[src/hw/tbu_params.svh]
// Purpose: offsets, field positions, reset values and counts of the timer
// Assumes: 32-bit APB data, one register per aligned word
// Notes: definitions only
`ifndef TBU_PARAMS_SVH
`define TBU_PARAMS_SVH

// register byte offsets
`define TBU_AW 5
`define TBU_OFS_CTRL 5'h00
`define TBU_OFS_COUNT 5'h04
`define TBU_OFS_MODULO 5'h08
`define TBU_OFS_CH0_CTL 5'h0C
`define TBU_OFS_CH1_CTL 5'h10
`define TBU_OFS_CH0_VAL 5'h14
`define TBU_OFS_CH1_VAL 5'h18

// timer control register fields
`define TBU_CTRL_FLAG 7
`define TBU_CTRL_IE 6
`define TBU_CTRL_HALT 5
`define TBU_CTRL_RST 4

// channel control register: flag bit, low byte holds the whole field set
`define TBU_CH_FLAG 7

// reset values and sizes
`define TBU_MOD_RST 16'hFFFF
`define TBU_PSC_W 6
`define TBU_RATE_OFF 3'h7
`define TBU_ELS_CLEAR 2'h2
`define TBU_ELS_TOGGLE 2'h1
`define TBU_ELS_SET 2'h3

`endif

[src/hw/tbu_pkg.sv]
// Purpose: types shared by the timer modules
// Assumes: tbu_params.svh supplies the numbers
// Notes: no constants here beyond types
`include "tbu_params.svh"
package tbu_pkg;

    // one channel control byte, msb first
    typedef struct packed {
        logic flag;        // chan_event_flag
        logic irq_en;      // chan_irq_enable
        logic buf_mode;    // chan0_buffered_mode, always 0 on channel 1
        logic unbuf_mode;  // chan_unbuffered_mode
        logic els_hi;      // edge_level_sel_hi
        logic els_lo;      // edge_level_sel_lo
        logic tov;         // toggle_on_wrap
        logic full_duty;   // full_duty_force
    } tbu_chctl_s;

    // whole state of the main timer
    typedef struct packed {
        logic [15:0] cnt;            // counter
        logic [15:0] modulo;         // modulo_limit_high/low
        logic [2:0] rate;            // prescale_select
        logic halt;                  // counter_halt
        logic wrap_flag;             // wrap_flag
        logic wrap_ie;               // wrap_irq_enable
        tbu_chctl_s [1:0] ctl;       // chan control/status
        logic [1:0][15:0] val;       // chan_value_high/low
        logic [1:0] pin_lvl;         // driven channel pin levels
        logic moved;                 // counter changed last cycle
        logic act_sel;               // linked mode: active value channel
        logic last_wr;               // linked mode: channel written last
        logic [31:0] rdata;          // apb read data
    } tbu_state_s;

    // prescaler divider state
    typedef struct packed {
        logic [`TBU_PSC_W-1:0] div;
    } tbu_psc_s;

    // pin synchroniser state
    typedef struct packed {
        logic s1;
        logic s2;
        logic s3;
    } tbu_sync_s;

endpackage

[src/hw/tbu_prescaler.sv]
// Purpose: seven-rate divider giving the counter's enable pulse
// Assumes: one clock, synchronous active-low reset
// Notes: rate 7 gives no pulse at all
`timescale 1ns/1ps
`default_nettype none
`include "tbu_params.svh"
module tbu_prescaler (
    input wire logic clk,
    input wire logic rst_n,
    input wire logic clear,
    input wire logic run,
    input wire logic [2:0] rate,
    output logic tick
);
    tbu_pkg::tbu_psc_s r;       // divider state
    tbu_pkg::tbu_psc_s next_r;  // its next value
    logic [`TBU_PSC_W-1:0] mask; // low bits that must all be ones

    // divide by 2**rate: pulse when the masked low bits are all ones
    always_comb begin
        mask = `TBU_PSC_W'((7'h01 << rate) - 7'h01);
        tick = run & (rate != `TBU_RATE_OFF) & (&(r.div | ~mask));
        next_r = r;
        if (!rst_n || clear) begin
            next_r.div = '0;
        end else if (run) begin
            next_r.div = r.div + `TBU_PSC_W'(1);
        end
    end

    // register the divider
    always_ff @(posedge clk) begin
        r <= next_r;
    end
endmodule
`default_nettype wire

[src/hw/tbu_edge_sync.sv]
// Purpose: two-flop synchroniser and edge detector for one channel pin
// Assumes: pin is asynchronous to clk
// Notes: edges are seen from the second and third flops only
`timescale 1ns/1ps
`default_nettype none
module tbu_edge_sync (
    input wire logic clk,
    input wire logic rst_n,
    input wire logic pin,
    output logic rise,
    output logic fall
);
    tbu_pkg::tbu_sync_s r;       // s1, s2 synchronise; s3 remembers
    tbu_pkg::tbu_sync_s next_r;  // next value

    // the first flop feeds only the second, so metastability stays put
    always_comb begin
        rise = r.s2 & ~r.s3;
        fall = ~r.s2 & r.s3;
        next_r.s1 = pin;
        next_r.s2 = r.s1;
        next_r.s3 = r.s2;
        if (!rst_n) begin
            next_r = '0;
        end
    end

    // register the chain
    always_ff @(posedge clk) begin
        r <= next_r;
    end
endmodule
`default_nettype wire

[src/hw/tbu_timer.sv]
// Purpose: two-channel capture/compare timer with an APB register port
// Assumes: 25 MHz clk, synchronous active-low reset, zero-wait APB slave
// Notes: channel pins are split into in, out and output enable
`timescale 1ns/1ps
`default_nettype none
`include "tbu_params.svh"

module tbu_timer (
    input wire logic clk,
    input wire logic rst_n,
    input wire logic psel,
    input wire logic penable,
    input wire logic pwrite,
    input wire logic [`TBU_AW-1:0] paddr,
    input wire logic [31:0] pwdata,
    output logic [31:0] prdata,
    output logic pready,
    output logic pslverr,
    input wire logic chan0_pin_in,
    output logic chan0_pin_out,
    output logic chan0_pin_oe,
    input wire logic chan1_pin_in,
    output logic chan1_pin_out,
    output logic chan1_pin_oe,
    output logic irq
);

    ////////////////////////////////////////////////////////////////////
    // declarations

    tbu_pkg::tbu_state_s r;       // registered state
    tbu_pkg::tbu_state_s next_r;  // next state
    logic [1:0] pin_in;           // raw pins, indexed by channel
    logic [1:0] rise;             // synchronised rising edges
    logic [1:0] fall;             // synchronised falling edges
    logic tick;                   // prescaled counter enable
    logic wr;                     // apb write access phase
    logic mapped;                 // address hits a register
    logic cnt_clear;              // counter reset bit written as 1
    logic wrap;                   // counter reaches modulo on this tick
    logic linked;                 // channels 0 and 1 form one buffered channel
    logic [1:0] oc;               // channel is an output compare
    logic [1:0] ic;               // channel is an input capture
    logic [1:0] chan_on;          // channel control register honoured

    // pins by channel index
    assign pin_in = {chan1_pin_in, chan0_pin_in};

    ////////////////////////////////////////////////////////////////////
    // pin synchronisers and prescaler

    // one synchroniser per channel pin
    // two flops, then the detector
    genvar gi;
    generate
        for (gi = 0; gi < 2; gi = gi + 1) begin : g_pin
            tbu_edge_sync u_sync (
                .clk(clk),
                .rst_n(rst_n),
                .pin(pin_in[gi]),
                .rise(rise[gi]),
                .fall(fall[gi])
            );
        end
    endgenerate

    // counter clock enable; halt freezes the divider too
    // one time base for both channels
    tbu_prescaler u_psc (
        .clk(clk),
        .rst_n(rst_n),
        .clear(cnt_clear),
        .run(~r.halt),
        .rate(r.rate),
        .tick(tick)
    );

    ////////////////////////////////////////////////////////////////////
    // bus decode and mode decode

    // zero-wait slave; unmapped addresses answer with an error
    // misaligned offsets match nothing
    always_comb begin
        wr = psel & penable & pwrite;
        mapped = (paddr == `TBU_OFS_CTRL) | (paddr == `TBU_OFS_COUNT)
               | (paddr == `TBU_OFS_MODULO) | (paddr == `TBU_OFS_CH0_CTL)
               | (paddr == `TBU_OFS_CH1_CTL) | (paddr == `TBU_OFS_CH0_VAL)
               | (paddr == `TBU_OFS_CH1_VAL);
        pready = 1'b1;
        pslverr = psel & penable & ~mapped;
        prdata = r.rdata;

        cnt_clear = wr & (paddr == `TBU_OFS_CTRL) & pwdata[`TBU_CTRL_RST];
        // wrap pulses on a tick only
        wrap = tick & (r.cnt == r.modulo);
        linked = r.ctl[0].buf_mode;
    end

    // channel modes from mode and edge/level bits
    // channel 1 loses out only when linked
    always_comb begin
        for (int i = 0; i < 2; i++) begin
            // channel 1 control has no say while linked
            chan_on[i] = (i == 0) | ~linked;

            // buffered wins over unbuffered; input capture needs both clear
            oc[i] = chan_on[i] & (r.ctl[i].buf_mode | r.ctl[i].unbuf_mode)
                  & (r.ctl[i].els_hi | r.ctl[i].els_lo);
            ic[i] = chan_on[i] & ~r.ctl[i].buf_mode & ~r.ctl[i].unbuf_mode
                  & (r.ctl[i].els_hi | r.ctl[i].els_lo);
        end
    end

    ////////////////////////////////////////////////////////////////////
    // next state

    // bus effects first, hardware events after, so an event wins a clear
    always_comb begin
        logic [15:0] cmpv;
        logic cap;
        logic mat;
        logic force_hi;
        cmpv = '0;
        cap = 1'b0;
        mat = 1'b0;
        force_hi = 1'b0;

        // default: keep every field except moved, which clears
        next_r = r;
        next_r.moved = 1'b0;


        // read data is latched in the setup cycle; reading has no side effect
        // a count read changes nothing
        if (psel & ~penable & ~pwrite) begin
            next_r.rdata = '0;
            unique case (paddr)
                `TBU_OFS_CTRL: begin
                    next_r.rdata[7:0] = {r.wrap_flag, r.wrap_ie, r.halt,
                                         2'b00, r.rate};
                end
                `TBU_OFS_COUNT: begin
                    next_r.rdata[15:0] = r.cnt;
                end
                `TBU_OFS_MODULO: begin
                    next_r.rdata[15:0] = r.modulo;
                end
                `TBU_OFS_CH0_CTL: begin
                    next_r.rdata[7:0] = r.ctl[0];
                end
                `TBU_OFS_CH1_CTL: begin
                    next_r.rdata[7:0] = r.ctl[1];
                end
                `TBU_OFS_CH0_VAL: begin
                    next_r.rdata[15:0] = r.val[0];
                end
                `TBU_OFS_CH1_VAL: begin
                    next_r.rdata[15:0] = r.val[1];
                end
                default: begin
                    next_r.rdata = '0;
                end
            endcase
        end

        // register writes in the access phase
        // a written 1 keeps a flag
        if (wr) begin
            unique case (paddr)
                `TBU_OFS_CTRL: begin
                    // writing 1 to the flag does nothing, 0 clears it
                    next_r.wrap_flag = r.wrap_flag & pwdata[`TBU_CTRL_FLAG];
                    next_r.wrap_ie = pwdata[`TBU_CTRL_IE];
                    next_r.halt = pwdata[`TBU_CTRL_HALT];
                    next_r.rate = pwdata[2:0];
                end
                `TBU_OFS_MODULO: begin
                    next_r.modulo = pwdata[15:0];
                end
                `TBU_OFS_CH0_CTL: begin
                    next_r.ctl[0] = tbu_pkg::tbu_chctl_s'(pwdata[7:0]);
                    next_r.ctl[0].flag = r.ctl[0].flag & pwdata[`TBU_CH_FLAG];
                end
                `TBU_OFS_CH1_CTL: begin
                    next_r.ctl[1] = tbu_pkg::tbu_chctl_s'(pwdata[7:0]);
                    next_r.ctl[1].flag = r.ctl[1].flag & pwdata[`TBU_CH_FLAG];
                    // the buffered bit exists on channel 0 only
                    next_r.ctl[1].buf_mode = 1'b0;
                end
                `TBU_OFS_CH0_VAL: begin
                    next_r.val[0] = pwdata[15:0];
                    next_r.last_wr = 1'b0;
                end
                `TBU_OFS_CH1_VAL: begin
                    next_r.val[1] = pwdata[15:0];
                    next_r.last_wr = linked;
                end
                default: begin
                    next_r.rdata = r.rdata;
                end
            endcase
        end

        // counter: reset bit clears it even while halted
        if (cnt_clear) begin
            next_r.cnt = '0;
            next_r.moved = 1'b1;
        end else if (tick) begin
            // wrap to zero on the tick after reaching the modulo value
            next_r.cnt = wrap ? 16'h0000 : r.cnt + 16'h0001;
            next_r.moved = 1'b1;
        end

        // wrap flag, set wins over a same-cycle clear
        if (wrap) begin
            next_r.wrap_flag = 1'b1;
            // linked pair hands control to the channel written last
            next_r.act_sel = linked & r.last_wr;
        end

        // outside linked mode channel 0 owns the output from the start
        if (!linked) begin
            next_r.act_sel = 1'b0;
            next_r.last_wr = 1'b0;
        end

        // per channel capture and compare
        for (int i = 0; i < 2; i++) begin
            // linked channel 0 compares against the active value register
            cmpv = (i == 0 && linked) ? r.val[r.act_sel] : r.val[i];

            // capture on every qualifying edge, flag state does not matter
            cap = ic[i] & ((r.ctl[i].els_lo & rise[i])
                         | (r.ctl[i].els_hi & fall[i]));

            // match once per counter value, against the live register
            mat = oc[i] & r.moved & (r.cnt == cmpv);
            force_hi = r.ctl[i].tov & r.ctl[i].full_duty
                     & ({r.ctl[i].els_hi, r.ctl[i].els_lo} == `TBU_ELS_CLEAR);

            // capture overwrites
            if (cap) begin
                next_r.val[i] = r.cnt;
            end
            if (cap | mat) begin
                next_r.ctl[i].flag = 1'b1;
            end

            // pin level
            if (!r.ctl[i].els_hi && !r.ctl[i].els_lo) begin
                // output preset: unbuffered bit picks the initial level
                next_r.pin_lvl[i] = ~r.ctl[i].unbuf_mode;
            end else if (oc[i]) begin
                if (wrap && r.ctl[i].tov) begin
                    // wrap beats a compare in the same cycle
                    next_r.pin_lvl[i] = force_hi | ~r.pin_lvl[i];
                end else if (mat && !force_hi) begin
                    unique case ({r.ctl[i].els_hi, r.ctl[i].els_lo})
                        `TBU_ELS_TOGGLE: begin
                            next_r.pin_lvl[i] = ~r.pin_lvl[i];
                        end
                        `TBU_ELS_CLEAR: begin
                            next_r.pin_lvl[i] = 1'b0;
                        end
                        `TBU_ELS_SET: begin
                            next_r.pin_lvl[i] = 1'b1;
                        end
                        default: begin
                            next_r.pin_lvl[i] = r.pin_lvl[i];
                        end
                    endcase
                end else if (force_hi) begin
                    // held high from the next cycle while full duty stands
                    next_r.pin_lvl[i] = 1'b1;
                end
            end
        end

        // reset: everything but the channel value registers
        // synchronous reset
        if (!rst_n) begin
            next_r = '0;
            next_r.modulo = `TBU_MOD_RST;
            next_r.pin_lvl = 2'b11;
            next_r.val = r.val;
        end
    end

    ////////////////////////////////////////////////////////////////////
    // state register

    // single register for the whole state
    // value fields ignore reset
    always_ff @(posedge clk) begin
        r <= next_r;
    end

    ////////////////////////////////////////////////////////////////////
    // outputs

    // pins driven only while their channel compares; channel 1 freed when linked
    always_comb begin
        chan0_pin_out = r.pin_lvl[0];
        chan1_pin_out = r.pin_lvl[1];

        // enables follow mode bits
        chan0_pin_oe = oc[0];
        chan1_pin_oe = oc[1];
        // level request while any enabled flag stands; channel 1's counts only when not linked
        irq = (r.wrap_flag & r.wrap_ie)
            | (r.ctl[0].flag & r.ctl[0].irq_en)
            | (r.ctl[1].flag & r.ctl[1].irq_en & chan_on[1]);
    end

endmodule
`default_nettype wire

[config.mk]
export PLATFORM = sky130hd
export DESIGN_NAME = tbu_timer
export DESIGN_NICKNAME = d
export VERILOG_FILES = /design/src/hw/tbu_pkg.sv /design/src/hw/tbu_prescaler.sv /design/src/hw/tbu_edge_sync.sv /design/src/hw/tbu_timer.sv
export VERILOG_INCLUDE_DIRS = /design/src /design/src/hw
export SDC_FILE = /design/constraint.sdc
export NUM_CORES = 1
export LEC_CHECK = 0
export ABC_CLOCK_PERIOD_IN_PS = 4250
export BUFFER_PORTS_ARGS = -buffer_cell sky130_fd_sc_hd__buf_2
export CORE_MARGIN = 4
export CORE_UTILIZATION = 23
export DETAILED_ROUTE_END_ITERATION = 6
export GPL_TIMING_DRIVEN = 0
export PLACE_DENSITY = 0.35
export RECOVER_POWER = 25
export SYNTH_ARGS = -nofsm -noshare
export SYNTH_HDL_FRONTEND = slang
export SYNTH_SLANG_ARGS = --single-unit
export TNS_END_PERCENT = 1
[constraint.sdc]
create_clock -name clk -period 4.25 [get_ports clk]
set_input_delay 0.6375 -clock clk [delete_from_list [all_inputs] [get_ports clk]]
set_output_delay 0.6375 -clock clk [all_outputs]
set_load 0.03 [all_outputs]
Word level (Yosys, flattened, before mapping)
Index checks and enable logic that the tools add are counted.
Operators by class
  add/sub/neg operators: 3
  order comparisons: 1
  eq/ne operators: 19
  shifts and indexed selects: 1
  mux-type cells: 35
  bitwise gates (word level): 76
  reduce and logical (&&, ||, !) cells: 46
Operator list (count)
  $mux W16: 8
  $mux W32: 3
  $pmux W8 S7: 1
  $mux W50: 1
  $eq A16 B16 Y1: 3
  $and A1 B1 Y1: 43
  $pmux W8 S4: 1
  $reduce_bool A2 Y1: 13
  $reduce_and A2 Y1: 9
  $or A1 B1 Y1: 17
  $add A16 B1 Y16 const B: 1
  $mux W8: 2
  $eq A5 B5 Y1 const B: 3
  $mux W1: 15
  $not A1 Y1: 14
  $ne A6 B4 Y1 const B: 2
  $reduce_and A3 Y1: 4
  $eq A5 B4 Y1 const B: 2
  $eq A2 B2 Y1 const B: 4
  $reduce_bool A4 Y1: 2
  $logic_not A1 Y1: 7
  $add A6 B1 Y6 const B: 1
  $logic_and A1 B1 Y1: 6
  $not A6 Y6: 1
  other kinds (16): 18
Storage, ports and cells
  bits in registers: 134

Depth between registers and ports, before layout
  depth after elaboration: 11
  mapped depth: 11
  gate-level depth less buffers: 10

Hierarchy
A second synthesis with hierarchy kept.
Second synthesis, totals
  cells, all modules: 802
  area total of the unflattened synthesis: 6587.6 um^2
By module, submodules not included
  tbu_timer: instances 1, cells an instance 744, area an instance 6033.3 um^2, seq. area each 2442.3 um^2
  tbu_prescaler: instances 1, cells an instance 42, area an instance 371.6 um^2, seq. area each 120.1 um^2
  tbu_edge_sync: instances 2, cells an instance 8, area an instance 91.3 um^2, seq. area each 60.1 um^2

Worst setup path after synthesis
No wires, ideal clock.
  path kind: in2reg
  from: input paddr[3]
  to: register r[37] in the netlist's numbering, enable pin
  setup time: 0.390 ns
  data arrival time: 2.504 ns
  slack: 1.356 ns
  stages: 7
  path through: buf_2 nor2b_1 and2_1 clkbuf_1 buf_2 a31oi_1 nor2b_1
Between the ends
  cells in the longest elaborated chain, start to end: 3
Ends and longest elaborated chain
  from (decl): line tbu_timer.sv:14  | input wire logic [`TBU_AW-1:0] paddr,
  $eq A5 B5 Y1: line tbu_timer.sv:169  | unique case (paddr)
  $reduce_bool A2 Y1 (no line)
  $reduce_and A3 Y1 (no line)
  to (signal assigned): line tbu_timer.sv:295  | r <= next_r;
  to (decl): line tbu_timer.sv:31  | tbu_pkg::tbu_state_s r;
Every way passes these cells.
A chain may end at the register's enable or synchronous reset.

Worst setup path after layout
  from: input paddr[4]
  to: output pslverr
Between the ends
  cells in the longest elaborated chain, start to end: 9
  elaborated cells between the ends (all ways): 15
  those cells by class: 6 x eq/ne; 8 x bitwise; 1 x reduce/logical
Ends and longest elaborated chain
  $eq A5 B3 Y1 / $logic_not A5 Y1 (equally long branches)
  $or A1 B1 Y1 (5 in series): line tbu_timer.sv:85  | mapped = (paddr == `TBU_OFS_CTRL) | (paddr == `TBU_OFS_COUNT)
  $or A1 B1 Y1 *: line tbu_timer.sv:85
  $not A1 Y1 *: line tbu_timer.sv:90  | pslverr = psel & penable & ~mapped;
  $and A1 B1 Y1 *: line tbu_timer.sv:90
  to (decl): line tbu_timer.sv:18  | output logic pslverr,
Mark *: on every way between the ends. The rest lies on a longest branch, timed or not.

==> run_results.csv <==
group,metric,value,unit
outcome,status,"completed",
cts,clockBufferDepth,2,
die,row_count,62,
power_and_ir_drop,total_power,2888,uW
timing,clock_skew,0.01446,ns
grt,overflow,0,
power_and_ir_drop,switchingPower,791.3,uW
timing,hold-worst-slack,0.4132,ns
cts,cts_resized,0,
route,wl_per_cell,21.63,um
timing,setup_viol,0,
timing,max_freq,295.2,MHz
route,viasPerCell,4.736,
final_layout,syn_to_final_growth,20.18,%
power_and_ir_drop,swShare,27.40,%
flow_run,maxCapViolCount,0,
synth,yosysSeqAreaShare,39.27,%
synth,post-synth-top-area-cell,"dfxtp_1",
grt,grt_max_degree,17,
timing,hold_viol_final,0,
worst_setup_path,critPathMaxFanout,10,
cts,cts_setup_buffers,0,
route,route.detailed.drc,0,
cts,clk_pin_slew,0.07,ns
final_layout,fin_cells,1262,
synth,syn_inst,781,
timing,slew_headroom,14.37,%
cts,cts_made_buffers,17,
final_layout,drive_gt1_share,15.60,%
synth,synth_common_cells,"nand2_1, dfxtp_1, o21ai_0",
worst_setup_path,start_kind,"input pin",
timing,post-route-min-period,3.387,ns
cts,clk_latency,0.43,ns
power_and_ir_drop,clkPwrFrac,51.2,%
cts,cts_tree,"yes",
power_and_ir_drop,seqPwrFrac,40.9,%
final_layout,fin_nets,912,
synth,yosysUniqueCellTypes,76,
place,dpl.hpwl,20390,um
synth,synth_most_common_cell,"nand2_1",
power_and_ir_drop,combinationalPowerShare,7.9,%
cts,ctsRootBufferMaster,"clkbuf_16",
timing,worstMarginPinSlew,1.275,ns
cts,hold_buffers,0,
power_and_ir_drop,p_int,2096,uW
grt,antenna_found_initial,0,
timing,fin_setup_tns,0,ns
worst_setup_path,worstSetupPathType,"input pin to output port",
synth,synth_edf_count,32,
place,gp_congestion,0.8734,
die,dieHeight,180.3,um
worst_setup_path,endpoint_kind,"output port",
grt,grt_pass1_vias,6004,
min_path,hold_class,"input pin to flip-flop",
synth,ys_seq_elements,118,
die,start_util,23.55,%
synth,synth_area_leaders,"dfxtp_1, edfxtp_1, nand2_1",
place,dpl.cell_count,1230,
synth,post_synth.cell_area_avg,8.747,um^2
place,portBuffers,47,
route,vias,5977,
route,drtIter0Drc,449,
die,coreArea,29010,um^2
timing,min_period_over_period,79.70,%
grt,track_usage,16.71,%
power_and_ir_drop,p_leak,0.002946,uW
synth,netlist_area,6832,um^2
timing,drv_slew,0,
route,wl,27290,um
route,ant_nets,0,
route,dr.pass1.iters,5,
cts,h-tree-depth,4,
synth,ys_warn_count,0,
cts,cts.sinks,118,
worst_setup_path,worst_ep_arrival_time,2.75,ns
die,io_pins,83,
final_layout,antennaDiodeCount,0,
synth,ys_async_sr_fraction,0,%
timing,rsz0062_at_grt,"no",
power_and_ir_drop,ir_drop,260.8,uV
grt,grt_pass1_wl,40470,um
synth,yosysTopAreaCellShare,25.20,%
power_and_ir_drop,power_density,351.7,nW/um^2
die,die_area,32520,um^2
synth,synth_flop_cell,"dfxtp_1",
die,die_w,180.3,um
worst_setup_path,crit_required,3.61,ns
path summary, 6_finish.rpt:
path	start	end	slack [ns]	depth (start not counted)
worst max register to register	r[110]	r[109]	0.96	8
worst min register to register	g_pin[1].u_sync.r[2]	g_pin[1].u_sync.r[1]	0.43	1
worst min-delay path	chan0_pin_in	g_pin[0].u_sync.r[2]	0.41	2
worst max-delay path	paddr[4]	pslverr	0.86	6
per-stage QoR:
stage	setup WS [ns]	utilization [%]	instance area, um^2
2_1_floorplan	1.356	-	6888
5_1_grt	0.7055	28.30	8210
4_1_cts	0.8637	28.40	8240
3_3_place_gp	0.06966	26.21	7604
3_5_place_dp	0.8644	26.39	7656
6_report	0.8628	28.30	8210
placed cells by master, fill, tap and decap left out, types with 9 or more instances in the layout:
cell,Yosys,routed
inv_1,16,16
a21oi_1,20,20
dfxtp_1,86,86
mux2i_1,39,39
buf_2,19,42
clkbuf_16,0,18
nand4_1,9,9
o21ai_0,49,49
nor2_1,41,41
nand3_1,29,29
a221oi_1,9,9
edfxtp_1,32,32
nor3_1,11,11
buf_4,33,34
nand2_1,113,113
a31oi_1,9,9
nor2b_1,30,28
xnor2_1,27,27
conb_1,2,17
xor2_1,32,32
clkbuf_1,36,61
metal layers:
metal / vias up / wire length (um) / track usage [%]
li1: 2892 / - / -
met1: 2887 / 13370 / 23.84
met4: 0 / 461 / 4.658
met5: - / 0 / 0
met2: 168 / 12270 / 26.17
met3: 30 / 1199 / 2.765
area by class of cell:
type                       instances  area [um^2]
inverter                          16        60.06
multi-input combinational        571         3656
timing repair buffer              50        245.2
fill                            3179        20800
sequential                       118         2683
clock inverter                    14        133.9
clock buffer                      18        450.4
buffer                            91        501.7
tap                              384        480.5
power by group through the flow:
stage	Clock (uW)	Combinational, uW	Sequential (uW)
2_1_floorplan	0	152	1200
3_3_place_gp	0	232	1210
3_5_place_dp	0	231	1200
4_1_cts	1500	232	1180
5_1_grt	1550	249	1180
6_report	1480	229	1180
kinds of logic after synthesis:
family,synth area share [%]
and+or+nand+nor,21.92
other,0.1099
AOI/OAI and AO/OA,16.28
xor gates and xnor gates,7.564
buffers and inverters,8.260
DFF,39.27
adders and majority gates,0.5495
muxes,6.044
critical path: stages:
cell	delay [ns]
clkbuf_1	0.28
clkbuf_1	0.69
clkbuf_1	0.56
nand3_1	0.18
a21oi_1	0.18
buf_2	0.21
flip-flops by register name (all words and copies together), names as in the netlist:
register and cells:
chan0_pin_out 1, chan1_pin_out 1, g_pin.u_sync.r 6, linked 1, prdata 16, r 87, u_psc.r 6
Note: power is estimated with default switching activity, not from simulation.
